<file path="src/verilog/ecc_log_pkg.sv">
// types and constants shared by the dram ecc error logger.
// assumes an 8-byte ecc quadword and a byte-wide config read port.
package ecc_log_pkg;

  // chunk geometry: 32-byte chunk of 8-byte quadwords
  localparam int CHUNK_BYTES = 32;
  localparam int QWORD_BYTES = 8;
  localparam int QW_PER_CHUNK = CHUNK_BYTES / QWORD_BYTES;
  localparam int SYN_W = 8;
  localparam int SRC_W = 6;
  localparam int ADDR_LSB = 7;
  localparam int ADDR_MSB = 31;

  // config-space byte offsets
  localparam logic [7:0] OFF_ADDR_LOG0 = 8'h58;
  localparam logic [7:0] OFF_ADDR_LOG1 = 8'h59;
  localparam logic [7:0] OFF_ADDR_LOG2 = 8'h5a;
  localparam logic [7:0] OFF_ADDR_LOG3 = 8'h5b;
  localparam logic [7:0] OFF_SYNDROME = 8'h5c;
  localparam logic [7:0] OFF_REQUESTER = 8'h5d;

  // reset values
  localparam logic [SYN_W-1:0] SYN_RESET = 8'h00;
  localparam logic [SRC_W-1:0] SRC_RESET = 6'h00;

  // source code bases
  localparam logic [SRC_W-1:0] SRC_CPU = 6'h00;
  localparam logic [SRC_W-1:0] SRC_VC0_BASE = 6'h08;
  localparam logic [SRC_W-1:0] SRC_VC1_BASE = 6'h0a;
  localparam logic [SRC_W-1:0] SRC_PCIE1_BASE = 6'h10;
  localparam logic [SRC_W-1:0] SRC_PCIE2_BASE = 6'h20;
  localparam logic [SRC_W-1:0] SRC_PCIE_STEP2 = 6'h02;
  localparam logic [SRC_W-1:0] SRC_PCIE_STEP3 = 6'h04;
  localparam logic [SRC_W-1:0] SRC_PCIE_STEP4 = 6'h05;

  // requester classes from the tagging logic
  typedef enum logic [2:0] {
    REQ_CPU,
    REQ_LINK_VC0,
    REQ_LINK_VC1,
    REQ_PCIE_PRI,
    REQ_PCIE_SEC
  } req_class_t;

  // lock state of the captured fields
  typedef enum logic [1:0] {
    LOG_EMPTY,
    LOG_SINGLE,
    LOG_MULTI
  } log_state_t;

  // one checked read chunk from the ecc checker
  typedef struct packed {
    logic valid;
    logic [QW_PER_CHUNK-1:0] sbe;
    logic [QW_PER_CHUNK-1:0] mbe;
    logic [QW_PER_CHUNK-1:0][SYN_W-1:0] syndrome;
    logic [ADDR_MSB:ADDR_LSB] lineAddr;
    logic channel;
    req_class_t reqClass;
    logic [1:0] reqSub;
  } ecc_chunk_t;

  // captured log contents
  typedef struct packed {
    logic [SYN_W-1:0] syndrome;
    logic [SRC_W-1:0] sourceCode;
    logic [ADDR_MSB:ADDR_LSB] lineAddr;
    logic channel;
  } ecc_log_t;

endpackage

</file>
<file path="src/verilog/ecc_source_encoder.sv">
// maps a requester class and sub-index onto the 6-bit error source code.
// assumes the tagging logic gives a class plus a small sub-index.
`timescale 1ns/100ps
module ecc_source_encoder #(
  parameter bit HAS_SECONDARY = 1'b1
) (
  input ecc_log_pkg::req_class_t reqClass,
  input logic [1:0] reqSub,
  output logic [ecc_log_pkg::SRC_W-1:0] sourceCode
);
  import ecc_log_pkg::*;

  logic [SRC_W-1:0] pcieStep;

  // the four legal pcie offsets; no reserved code is reachable
  always_comb begin
    case (reqSub)
      2'd0: pcieStep = '0;
      2'd1: pcieStep = SRC_PCIE_STEP2;
      2'd2: pcieStep = SRC_PCIE_STEP3;
      default: pcieStep = SRC_PCIE_STEP4;
    endcase
  end

  // out-of-range sub-indices: vc1 sub 3 clamps to its base code, vc0 uses only the low sub-index bit
  always_comb begin
    case (reqClass)
      REQ_CPU: sourceCode = SRC_CPU;
      REQ_LINK_VC0: sourceCode = SRC_VC0_BASE | {5'b0, reqSub[0]};
      REQ_LINK_VC1: sourceCode = (reqSub == 2'd3) ? SRC_VC1_BASE
                                 : SRC_VC1_BASE + {4'b0, reqSub};
      REQ_PCIE_PRI: sourceCode = SRC_PCIE1_BASE + pcieStep;
      REQ_PCIE_SEC: sourceCode = HAS_SECONDARY ? SRC_PCIE2_BASE + pcieStep
                                 : SRC_PCIE1_BASE + pcieStep;
      default: sourceCode = SRC_CPU;
    endcase
  end
endmodule // ecc_source_encoder

</file>
<file path="src/verilog/dram_ecc_error_logger.sv">
// dram ecc error logger: captures syndrome, source, address and channel
// of the first ecc error after software clears the error flag, or of a
// later multi-bit error that replaces a single-bit record.
// assumes the ecc checker presents a whole 32-byte chunk in one cycle and
// the status logic pulses flagClear when software clears the error flag.
// the lock state and captured fields are sticky: nrst never clears them, powerGoodRstN clears both, and flagClear empties the lock state.
`timescale 1ns/100ps

module dram_ecc_error_logger #(
  parameter int QW_COUNT = ecc_log_pkg::QW_PER_CHUNK,
  parameter bit HAS_SECONDARY = 1'b1
) (
  input wire logic mclk,
  input wire logic nrst,
  input wire logic powerGoodRstN,
  input ecc_log_pkg::ecc_chunk_t chunkIn,
  input wire logic flagClear,
  input wire logic cfgRdEn,
  input wire logic [7:0] cfgAddr,
  output logic [7:0] cfgRdData,
  output ecc_log_pkg::ecc_log_t logOut,
  output logic logMulti
);
  import ecc_log_pkg::*;

  // the one-hot priority and the byte layout are built for four quadwords
  if (QW_COUNT != QW_PER_CHUNK) begin : g_bad_qw
    $error("QW_COUNT must match the 32-byte chunk");
  end

  // lock state, captured log and read-back byte
  log_state_t state_q, state_d;
  ecc_log_t log_q, log_d;
  logic [7:0] rdData_q, rdData_d;
  logic [QW_COUNT-1:0] anyErr;
  logic [QW_COUNT-1:0] firstErr;
  logic [QW_COUNT-1:0] firstMbe;
  logic [SYN_W-1:0] firstErrSyn;
  logic [SYN_W-1:0] firstMbeSyn;
  logic [SRC_W-1:0] srcCode;
  logic chunkErr;
  logic chunkMbe;
  logic effEmpty;
  logic effSingle;
  logic captureFirst;
  logic captureOverride;
  logic capture;
  // capture-path picks
  logic [SYN_W-1:0] captureSyn;
  log_state_t lockNext;
  // config read decode
  logic hitAddr0;
  logic hitAddr1;
  logic hitAddr2;
  logic hitAddr3;
  logic hitSyn;
  logic hitSrc;
  logic [7:0] addrByte0;

  // per-quadword one-hot of first failing and first multi-bit quadword;
  // index 0 is the first quadword of the chunk, so the lowest set bit wins
  for (genvar i = 0; i < QW_COUNT; i++) begin : g_qw
    assign anyErr[i] = chunkIn.sbe[i] | chunkIn.mbe[i];
    if (i == 0) begin : g_lo
      assign firstErr[i] = anyErr[i];
      assign firstMbe[i] = chunkIn.mbe[i];
    end else begin : g_hi
      assign firstErr[i] = anyErr[i] & ~|anyErr[i-1:0];
      assign firstMbe[i] = chunkIn.mbe[i] & ~|chunkIn.mbe[i-1:0];
    end
  end

  // one-hot select of the wanted syndromes; the priority is already in the
  // one-hot, so the or-tree needs no further ordering
  always_comb begin
    firstErrSyn = '0;
    firstMbeSyn = '0;
    for (int i = 0; i < QW_COUNT; i++) begin
      firstErrSyn = firstErrSyn | ({SYN_W{firstErr[i]}} & chunkIn.syndrome[i]);
      firstMbeSyn = firstMbeSyn | ({SYN_W{firstMbe[i]}} & chunkIn.syndrome[i]);
    end
  end

  // source code from the tag of the same chunk, so it always matches the syndrome
  ecc_source_encoder #(
    .HAS_SECONDARY(HAS_SECONDARY)
  ) u_src (
    .reqClass(chunkIn.reqClass),
    .reqSub(chunkIn.reqSub),
    .sourceCode(srcCode)
  );

  // capture decision; a clear in the same cycle as an error lets it in, so an
  // error that races the software clear is never lost (set wins over clear);
  // a multi-bit record refuses everything until the clear reopens it
  assign chunkErr = chunkIn.valid & (|anyErr);
  assign chunkMbe = chunkIn.valid & (|chunkIn.mbe);
  assign effEmpty = flagClear | (state_q == LOG_EMPTY);
  assign effSingle = ~flagClear & (state_q == LOG_SINGLE);
  assign captureFirst = effEmpty & chunkErr;
  assign captureOverride = effSingle & chunkMbe;
  assign capture = captureFirst | captureOverride;

  // syndrome and lock level for the capturing chunk; a mixed first chunk
  // locks as multi-bit yet reports its first failing quadword
  assign captureSyn = captureFirst ? firstErrSyn : firstMbeSyn;
  assign lockNext = chunkMbe ? LOG_MULTI : LOG_SINGLE;

  // all captured fields load together so they describe one error; the
  // address and channel follow the same lock rules as the syndrome
  always_comb begin
    log_d = log_q;
    if (capture) begin
      log_d.syndrome = captureSyn;
      log_d.sourceCode = srcCode;
      log_d.lineAddr = chunkIn.lineAddr;
      log_d.channel = chunkIn.channel;
    end
  end

  // lock state per record kind; multi-bit in the capturing chunk wins for locking,
  // and only a single-bit record may be upgraded by a later multi-bit chunk
  always_comb begin
    case (state_q)
      LOG_EMPTY: begin
        if (capture) begin
          state_d = lockNext;
        end else begin
          state_d = LOG_EMPTY;
        end
      end
      LOG_SINGLE: begin
        if (capture) begin
          state_d = lockNext;
        end else if (flagClear) begin
          state_d = LOG_EMPTY;
        end else begin
          state_d = LOG_SINGLE;
        end
      end
      LOG_MULTI: begin
        if (capture) begin
          state_d = lockNext;
        end else if (flagClear) begin
          state_d = LOG_EMPTY;
        end else begin
          state_d = LOG_MULTI;
        end
      end
      default: begin
        state_d = LOG_EMPTY;
      end
    endcase
  end

  // sticky lock state: of the two resets only power-good reset clears it, not the ordinary reset,
  // so a record survives a warm reset and software can still read it afterwards
  always_ff @(posedge mclk or negedge powerGoodRstN) begin
    if (!powerGoodRstN) begin
      state_q <= LOG_EMPTY;
    end else begin
      state_q <= state_d;
    end
  end

  // sticky captured fields, on the same power-good reset as the lock state
  always_ff @(posedge mclk or negedge powerGoodRstN) begin
    if (!powerGoodRstN) begin
      log_q <= '{syndrome: SYN_RESET, sourceCode: SRC_RESET, lineAddr: '0, channel: 1'b0};
    end else begin
      log_q <= log_d;
    end
  end

  // config byte decode as one hit line per mapped offset; an unmapped offset
  // hits nothing, so the and-or select below gives zero with no default term
  assign hitAddr0 = (cfgAddr == OFF_ADDR_LOG0);
  assign hitAddr1 = (cfgAddr == OFF_ADDR_LOG1);
  assign hitAddr2 = (cfgAddr == OFF_ADDR_LOG2);
  assign hitAddr3 = (cfgAddr == OFF_ADDR_LOG3);
  assign hitSyn = (cfgAddr == OFF_SYNDROME);
  assign hitSrc = (cfgAddr == OFF_REQUESTER);
  assign addrByte0 = {log_q.lineAddr[ADDR_LSB], 6'b0, log_q.channel};

  // and-or select of the addressed byte; the hit lines are mutually exclusive
  assign rdData_d = ({8{hitAddr0}} & addrByte0)
                  | ({8{hitAddr1}} & log_q.lineAddr[15:8])
                  | ({8{hitAddr2}} & log_q.lineAddr[23:16])
                  | ({8{hitAddr3}} & log_q.lineAddr[31:24])
                  | ({8{hitSyn}} & log_q.syndrome)
                  | ({8{hitSrc}} & {2'b00, log_q.sourceCode});

  // read data registered; holds between reads, and the ordinary reset may
  // clear it because it is only a copy, never the sticky log itself
  always_ff @(posedge mclk or negedge nrst) begin
    if (!nrst) begin
      rdData_q <= 8'h00;
    end else if (cfgRdEn) begin
      rdData_q <= rdData_d;
    end
  end

  // outputs straight from the registers; logMulti is a decode of the lock state
  assign cfgRdData = rdData_q;
  assign logOut = log_q;
  assign logMulti = (state_q == LOG_MULTI);
endmodule // dram_ecc_error_logger

</file>
<file path="config.mk">
export PLATFORM = sky130hd
export DESIGN_NAME = dram_ecc_error_logger
export DESIGN_NICKNAME = d
export VERILOG_FILES = /design/src/verilog/ecc_log_pkg.sv /design/src/verilog/ecc_source_encoder.sv /design/src/verilog/dram_ecc_error_logger.sv
export SDC_FILE = /design/constraint.sdc
export NUM_CORES = 1
export LEC_CHECK = 0
export BUFFER_PORTS_ARGS = -buffer_cell sky130_fd_sc_hd__buf_2
export CAP_MARGIN = 10
export CORE_ASPECT_RATIO = 0.6
export CORE_MARGIN = 1
export CORE_UTILIZATION = 30
export CTS_CLUSTER_DIAMETER = 60
export CTS_CLUSTER_SIZE = 24
export DETAILED_ROUTE_END_ITERATION = 16
export GPL_TIMING_DRIVEN = 0
export PLACE_DENSITY = 0.62
export SYNTH_ARGS = -nofsm -noshare
export SYNTH_HDL_FRONTEND = slang
export SYNTH_SLANG_ARGS = --single-unit
</file>
<file path="constraint.sdc">
create_clock -name mclk -period 1.7 [get_ports mclk]
set_clock_uncertainty 0.05 [all_clocks]
set_input_delay 0.085 -clock mclk [delete_from_list [all_inputs] [get_ports mclk]]
set_output_delay 0.085 -clock mclk [all_outputs]
set_load 0.005 [all_outputs]
</file>
# Yosys cells after proc, flatten, opt, wreduce, memory -nomap -nowiden
# Index checks and enable logic that the tools add are counted.
# word_totals
register_bits	50
out_inout_bits	49
word_cells	92
# classes
addsub	3
eq_ne	15
muxes	11
bitwise	43
reduce_logical	14
# ops
op	count
$and 8x8->8	13
$or 8x8->8	11
$eq 8x7->1 const B	6
$pmux 6 s4	1
$and 1x1->1	11
$mux 2	5
$pmux 3 s3	1
$and 8x6->8	1
$mux 8	1
$reduce_or 4->1	2
$add 5x3->6 const A	1
$add 6x3->6 const A	1
$eq 2x2->1 const B	3
$eq 3x2->1 const B	2
$logic_not 1->1	6
$mux 6	1
$or 1x1->1	6
$pmux 2 s3	1
$reduce_or 3->1	2
$add 4x2->5 const A	1
$eq 2x1->1 const B	2
$logic_not 2->1	2
$reduce_or 2->1	2
$eq 3x1->1 const B	1
other kinds (3)	3

# Longest topological paths before layout
# logic_depth
word_depth	8
depth_mapped	8

# By module
# A second synthesis with hierarchy kept.
# unflattened
cells_unflattened	280
area_unflattened_um2	3098.0
# by_module_without_submodules
mod	instances	cells_each	area_each_um2	seq_area_each_um2
dram_ecc_error_logger	1	262	2975.4	1251.2
ecc_source_encoder	1	18	122.6	0.0

# Worst setup path before layout
# OpenSTA, ideal clock, no wires.
# synth_timing
path_kind	input to register
start	in chunkIn[63] (netlist bit)
end	reg log_q (netlist bit logOut[0])
setup_ps	127
t_arrival_ps	1765
slack_ps	-242
stages	8
n_path_buf	4
path_cell_list	buf_2 -> or4_4 -> buf_6 -> o211ai_2 -> and2_1 -> buf_4 -> buf_6 -> mux2_1
# synth_via
elab_chain_len	5
word_cells_on_any_way	8
classes_between	bitwise: 6; reduce/logical: 2
# synth_lines
item	line_no	rtl
from (decl)	dram_ecc_error_logger.sv:16	input ecc_log_pkg::ecc_chunk_t chunkIn,
$or 1x1->1	dram_ecc_error_logger.sv:63	assign anyErr[i] = chunkIn.sbe[i] | chunkIn.mbe[i];
$reduce_or 4->1	dram_ecc_error_logger.sv:96	assign chunkErr = chunkIn.valid & (|anyErr);
$and 1x1->1	dram_ecc_error_logger.sv:96	
$and 1x1->1	dram_ecc_error_logger.sv:100	assign captureFirst = effEmpty & chunkErr;
$or 1x1->1 (*)	dram_ecc_error_logger.sv:102	assign capture = captureFirst | captureOverride;
to (signal assigned)	dram_ecc_error_logger.sv:169	log_q <= '{syndrome: SYN_RESET, sourceCode: SRC_RESET, lineAddr: '0, channel: 1'b0};
to (signal assigned)	dram_ecc_error_logger.sv:171	log_q <= log_d;
to (decl)	dram_ecc_error_logger.sv:33	ecc_log_t log_q, log_d;
# Every way passes the cells marked *; elsewhere a longest branch is shown, timed or not.
# A chain may end at the register's enable or synchronous reset.

# Worst setup path after layout
# layout_timing
start	reg state_q[0]
end	reg log_q (netlist bit logOut[7])
# layout_via
elab_chain_len	4
word_cells_on_any_way	7
classes_between	eq/ne: 1; bitwise: 5; reduce/logical: 1
# layout_lines
item	line_no	rtl
from (decl)	dram_ecc_error_logger.sv:32	log_state_t state_q, state_d;
from (signal assigned)	dram_ecc_error_logger.sv:162	state_q <= state_d;
$eq 2x1->1 / $logic_not 2->1 (equally long branches)	dram_ecc_error_logger.sv:99, dram_ecc_error_logger.sv:98	
$and 1x1->1 / $or 1x1->1 (equally long branches)	dram_ecc_error_logger.sv:99, dram_ecc_error_logger.sv:98	
$and 1x1->1, on equally long branches	dram_ecc_error_logger.sv:101, dram_ecc_error_logger.sv:100	
$or 1x1->1 (*)	dram_ecc_error_logger.sv:102	
# Marked as above.

==> results by group <==
Routing
  – Final ANT Viol Nets: 0
  – First-pass DRT Iterations: 5
  – WL per Instance: 18.5 um
  – Remaining DRCs: 0
  – Detailed Route WL: 11100 um
  – Vias: 3147
  – Via density per instance: 5.26
  – 1st-iter DRT viols: roughly 220

Yosys
  – Yosys top cell area share: 41.9%
  – Synth Warn #: 0
  – Yosys cell types: 43
  – Post-synth top cells: dfrtp_1, mux2_1, o21ai_0, nand2_1, nand3_1
  – Number of flops mapped to enable cells by yosys: 0
  – Count leader, synth: dfrtp_1
  – Netlist Area Pre-Place: 2990 um^2
  – Mean Syn Cell Area: 10.1 um^2
  – Synth async-reset ratio: 100%
  – Synth area leaders: dfrtp_1, mux2_1, o21ai_0, a22oi_1, mux2_2
  – Post-Syn Nets: 380
  – Area leader, netlist: dfrtp_1
  – Sequential share of the synthesized area: 41.9%
  – Post-Syn Instances: 295
  – Flops & latches, synth: 50
  – Main synth FF type: dfrtp_1

Clock network
  – CTS Buffer Depth: 2
  – Clk root buf: clkbuf_16
  – TritonCTS Buffers: 5
  – CTS tree: yes
  – Clk Latency, worst-skew pair: 290 ps
  – H-tree depth: 2
  – Clock transition at the registers of the reported paths: around 70 ps
  – Clock Sinks: 50

Die
  – FP Rows: 27
  – Die Ht: 79.3 um
  – Die footprint: 10400 um^2
  – Io pins: between 100 and 150
  – Core footprint: 9430 um^2
  – Initial Util: 31.7%
  – Die W: ~130 um

Setup path
  – Data required time of the worst path: 1820 ps
  – CP Max Fanout: 6
  – Worst Reg-to-Reg Cells: 5
  – Reg-to-Reg Start: state_q[0]
  – Kind of critical path: reg -> reg
  – Kind of start point of the critical path: register
  – Slack of the worst reg-to-reg path: -40 ps
  – Critical R2R Capture: logOut[7]
  – Arrival time at the worst endpoint: 1860 ps
  – Crit end category: register

GRT
  – First-pass GRT wire length: 16600 um
  – Vias in the first global route: between 3000 and 4000
  – Total gr overflow: 0
  – Largest net degree at the start of global routing: 43
  – Antenna violations before repair: 0
  – GRT Total Usage: 21.3%

Power and ir drop
  – Maximum vdd ir drop: 0.414 mV
  – Clock power share: 26.4%
  – Int Pwr: 2.68 mW
  – NetSw: 1.16 mW
  – Power, Total: 3.84 mW
  – Combinational power share: about 33%
  – Switching Share: 30.2%
  – Cell area power density: 833 nW/um^2
  – Register share of total power: 40.6%
  – Leak: 2.16 nW

STA
  – Final worst-path cycle share: 102%
  – RSZ-0062 raised after global routing: yes
  – Slew Limit Fails: 0
  – Max-slew headroom: 34.4%
  – Final worst slack: -35.2 ps
  – Count of final hold-check violations: 0
  – Final min period: 1740 ps
  – Max Freq: 0.576 GHz
  – Final setup viols: 29
  – Worst-Margin Slew: 984 ps

Cells and area
  – Diodes inserted: 0
  – Non-filler cells, final: 598
  – Syn-to-layout area delta: 54.2%
  – Share of layout cells above drive strength 1: 44.2%
  – Post-layout nets: 552
  – Final core utilization: 48.9%

Outcome
  – Failing checks: setup timing
  – Outcome: complete, but fails checks

Hold path
  – Worst min path class: in -> reg
  – Worst Hold End: logOut[30]
  – Hold Path Stages: 3
  – Hold Startpoint: chunkIn[2]

Placement
  – Dpl hpwl: 8200 um
  – GP Congestion: 0.866
  – Port buffer count: approximately 130
  – Placed Cells: about 550

Flow run
  – Number of max-cap violations: 0
[sequential cells by signal, summed over array words and instances, names as in the netlist]
signal     flops
cfgRdData      8
logOut        40
state_q        2
[cells by family (layout without fill, tap and decap cells)]
logic type	count (synthesis)	after routing	share of synthesized area, %
AOI/OAI and AO/OA	89	89	21.9
muxes	43	43	16.3
buffers and inverters	38	211	6.15
xor gates and xnor gates	2	2	0.586
DFF	50	50	41.9
and+or+nand+nor	73	73	13.2
[metal layers]
metal / vias to the layer above / global-route usage, % / part of all wire, %
li1: 1473 / - / -
met4: 0 / 2.87 / 0.52
met1: 1552 / 33.6 / 53
met5: - / 0 / 0
met2: 113 / 29.7 / 40
met3: 9 / 4.11 / 6.0
[layout make-up]
cell class                      count  area (um^2)
Buffer                             22          164
Clock buffer                        7          143
Clock inverter                      1         5.00
Fill cell                         905         4820
Inverter                           14         52.6
Multi-Input combinational cell    207         1780
Sequential cell                    50         1250
Tap cell                          130          163
Timing Repair Buffer              167         1050
[critical path: stages (launching register included)]
cell and delay [ps]:
dfrtp_1 380, nand2b_1 90, or3_4 390, and2_4 230, clkbuf_16 180, mux2_4 290
[worst max-delay path by stage]
| stage | startpoint | endpoint | cells past startpoint | slack [ps] |
|---|---|---|---|---|
| after global placement | chunkIn[67] | logOut[13] | 8 | -440 |
| after floorplan | chunkIn[63] | logOut[10] | 8 | -100 |
| final | state_q[0] | logOut[7] | 5 | -40 |
| after CTS | state_q[0] | logOut[14] | 5 | -40 |
| after global routing | state_q[0] | logOut[18] | 5 | -100 |
| after detailed placement | chunkIn[67] | logOut[5] | 8 | -450 |
[power groups by stage]
stage | sequential (mW) | combinational, mW | clock [mW]
after detailed placement | 1.58 | 1.04 | 0
after global routing | 1.59 | 1.37 | 1.10
after global placement | 1.57 | 1.03 | 0
final | 1.56 | 1.27 | 1.01
after floorplan | 1.55 | 0.548 | 0
after CTS | 1.56 | 1.22 | 1.04
[through the flow]
stage / setup WS (ps) / TNS [ps] / instance area [um^2] / hold slack, ps
2_1_floorplan: -97.5 / -2600 / 3080 / -261
4_1_cts: -45.0 / -705 / 4510 / 30.3
6_report: -35.2 / -518 / 4610 / 35.2
3_3_place_gp: -438 / -16340 / 3890 / -117
3_5_place_dp: -452 / -16680 / 3890 / -113
5_1_grt: -95.1 / -2600 / 4610 / 53.7
[what timing repair did]
action	in CTS	in global routing
gates cloned	1	1
buffers inserted	6	0
endpoints found under the setup margin	39	38
pin swaps	3	1
gates resized for setup	35	13
hold buffers	30	0
hold endpoints to repair	78	0
[layout by cell type, fill, tap and decap left out, types with 2 or more instances in the layout]
cell / count
buf_4: 8
buf_1: 5
dfrtp_1: 50
o21ai_0: 25
a22oi_1: 12
buf_8: 2
o31ai_1: 5
clkbuf_16: 6
a21oi_1: 5
clkbuf_1: 9
dlygate4sd3_1: 30
buf_2: 130
o31ai_2: 4
a2111oi_2: 2
nand3_1: 17
inv_1: 14
o221ai_1: 5
nor4_1: 7
nor2b_1: 9
mux2_4: 28
o2bb2ai_1: 3
a2111oi_1: 4
nor2_1: 6
o21ai_1: 2
o2111a_1: 8
mux2_2: 8
xnor2_1: 2
nand2_1: 20
nand2b_1: 2
a22o_1: 6
mux2i_1: 6
buf_12: 3
Note: power is estimated with default switching activity, not from simulation.
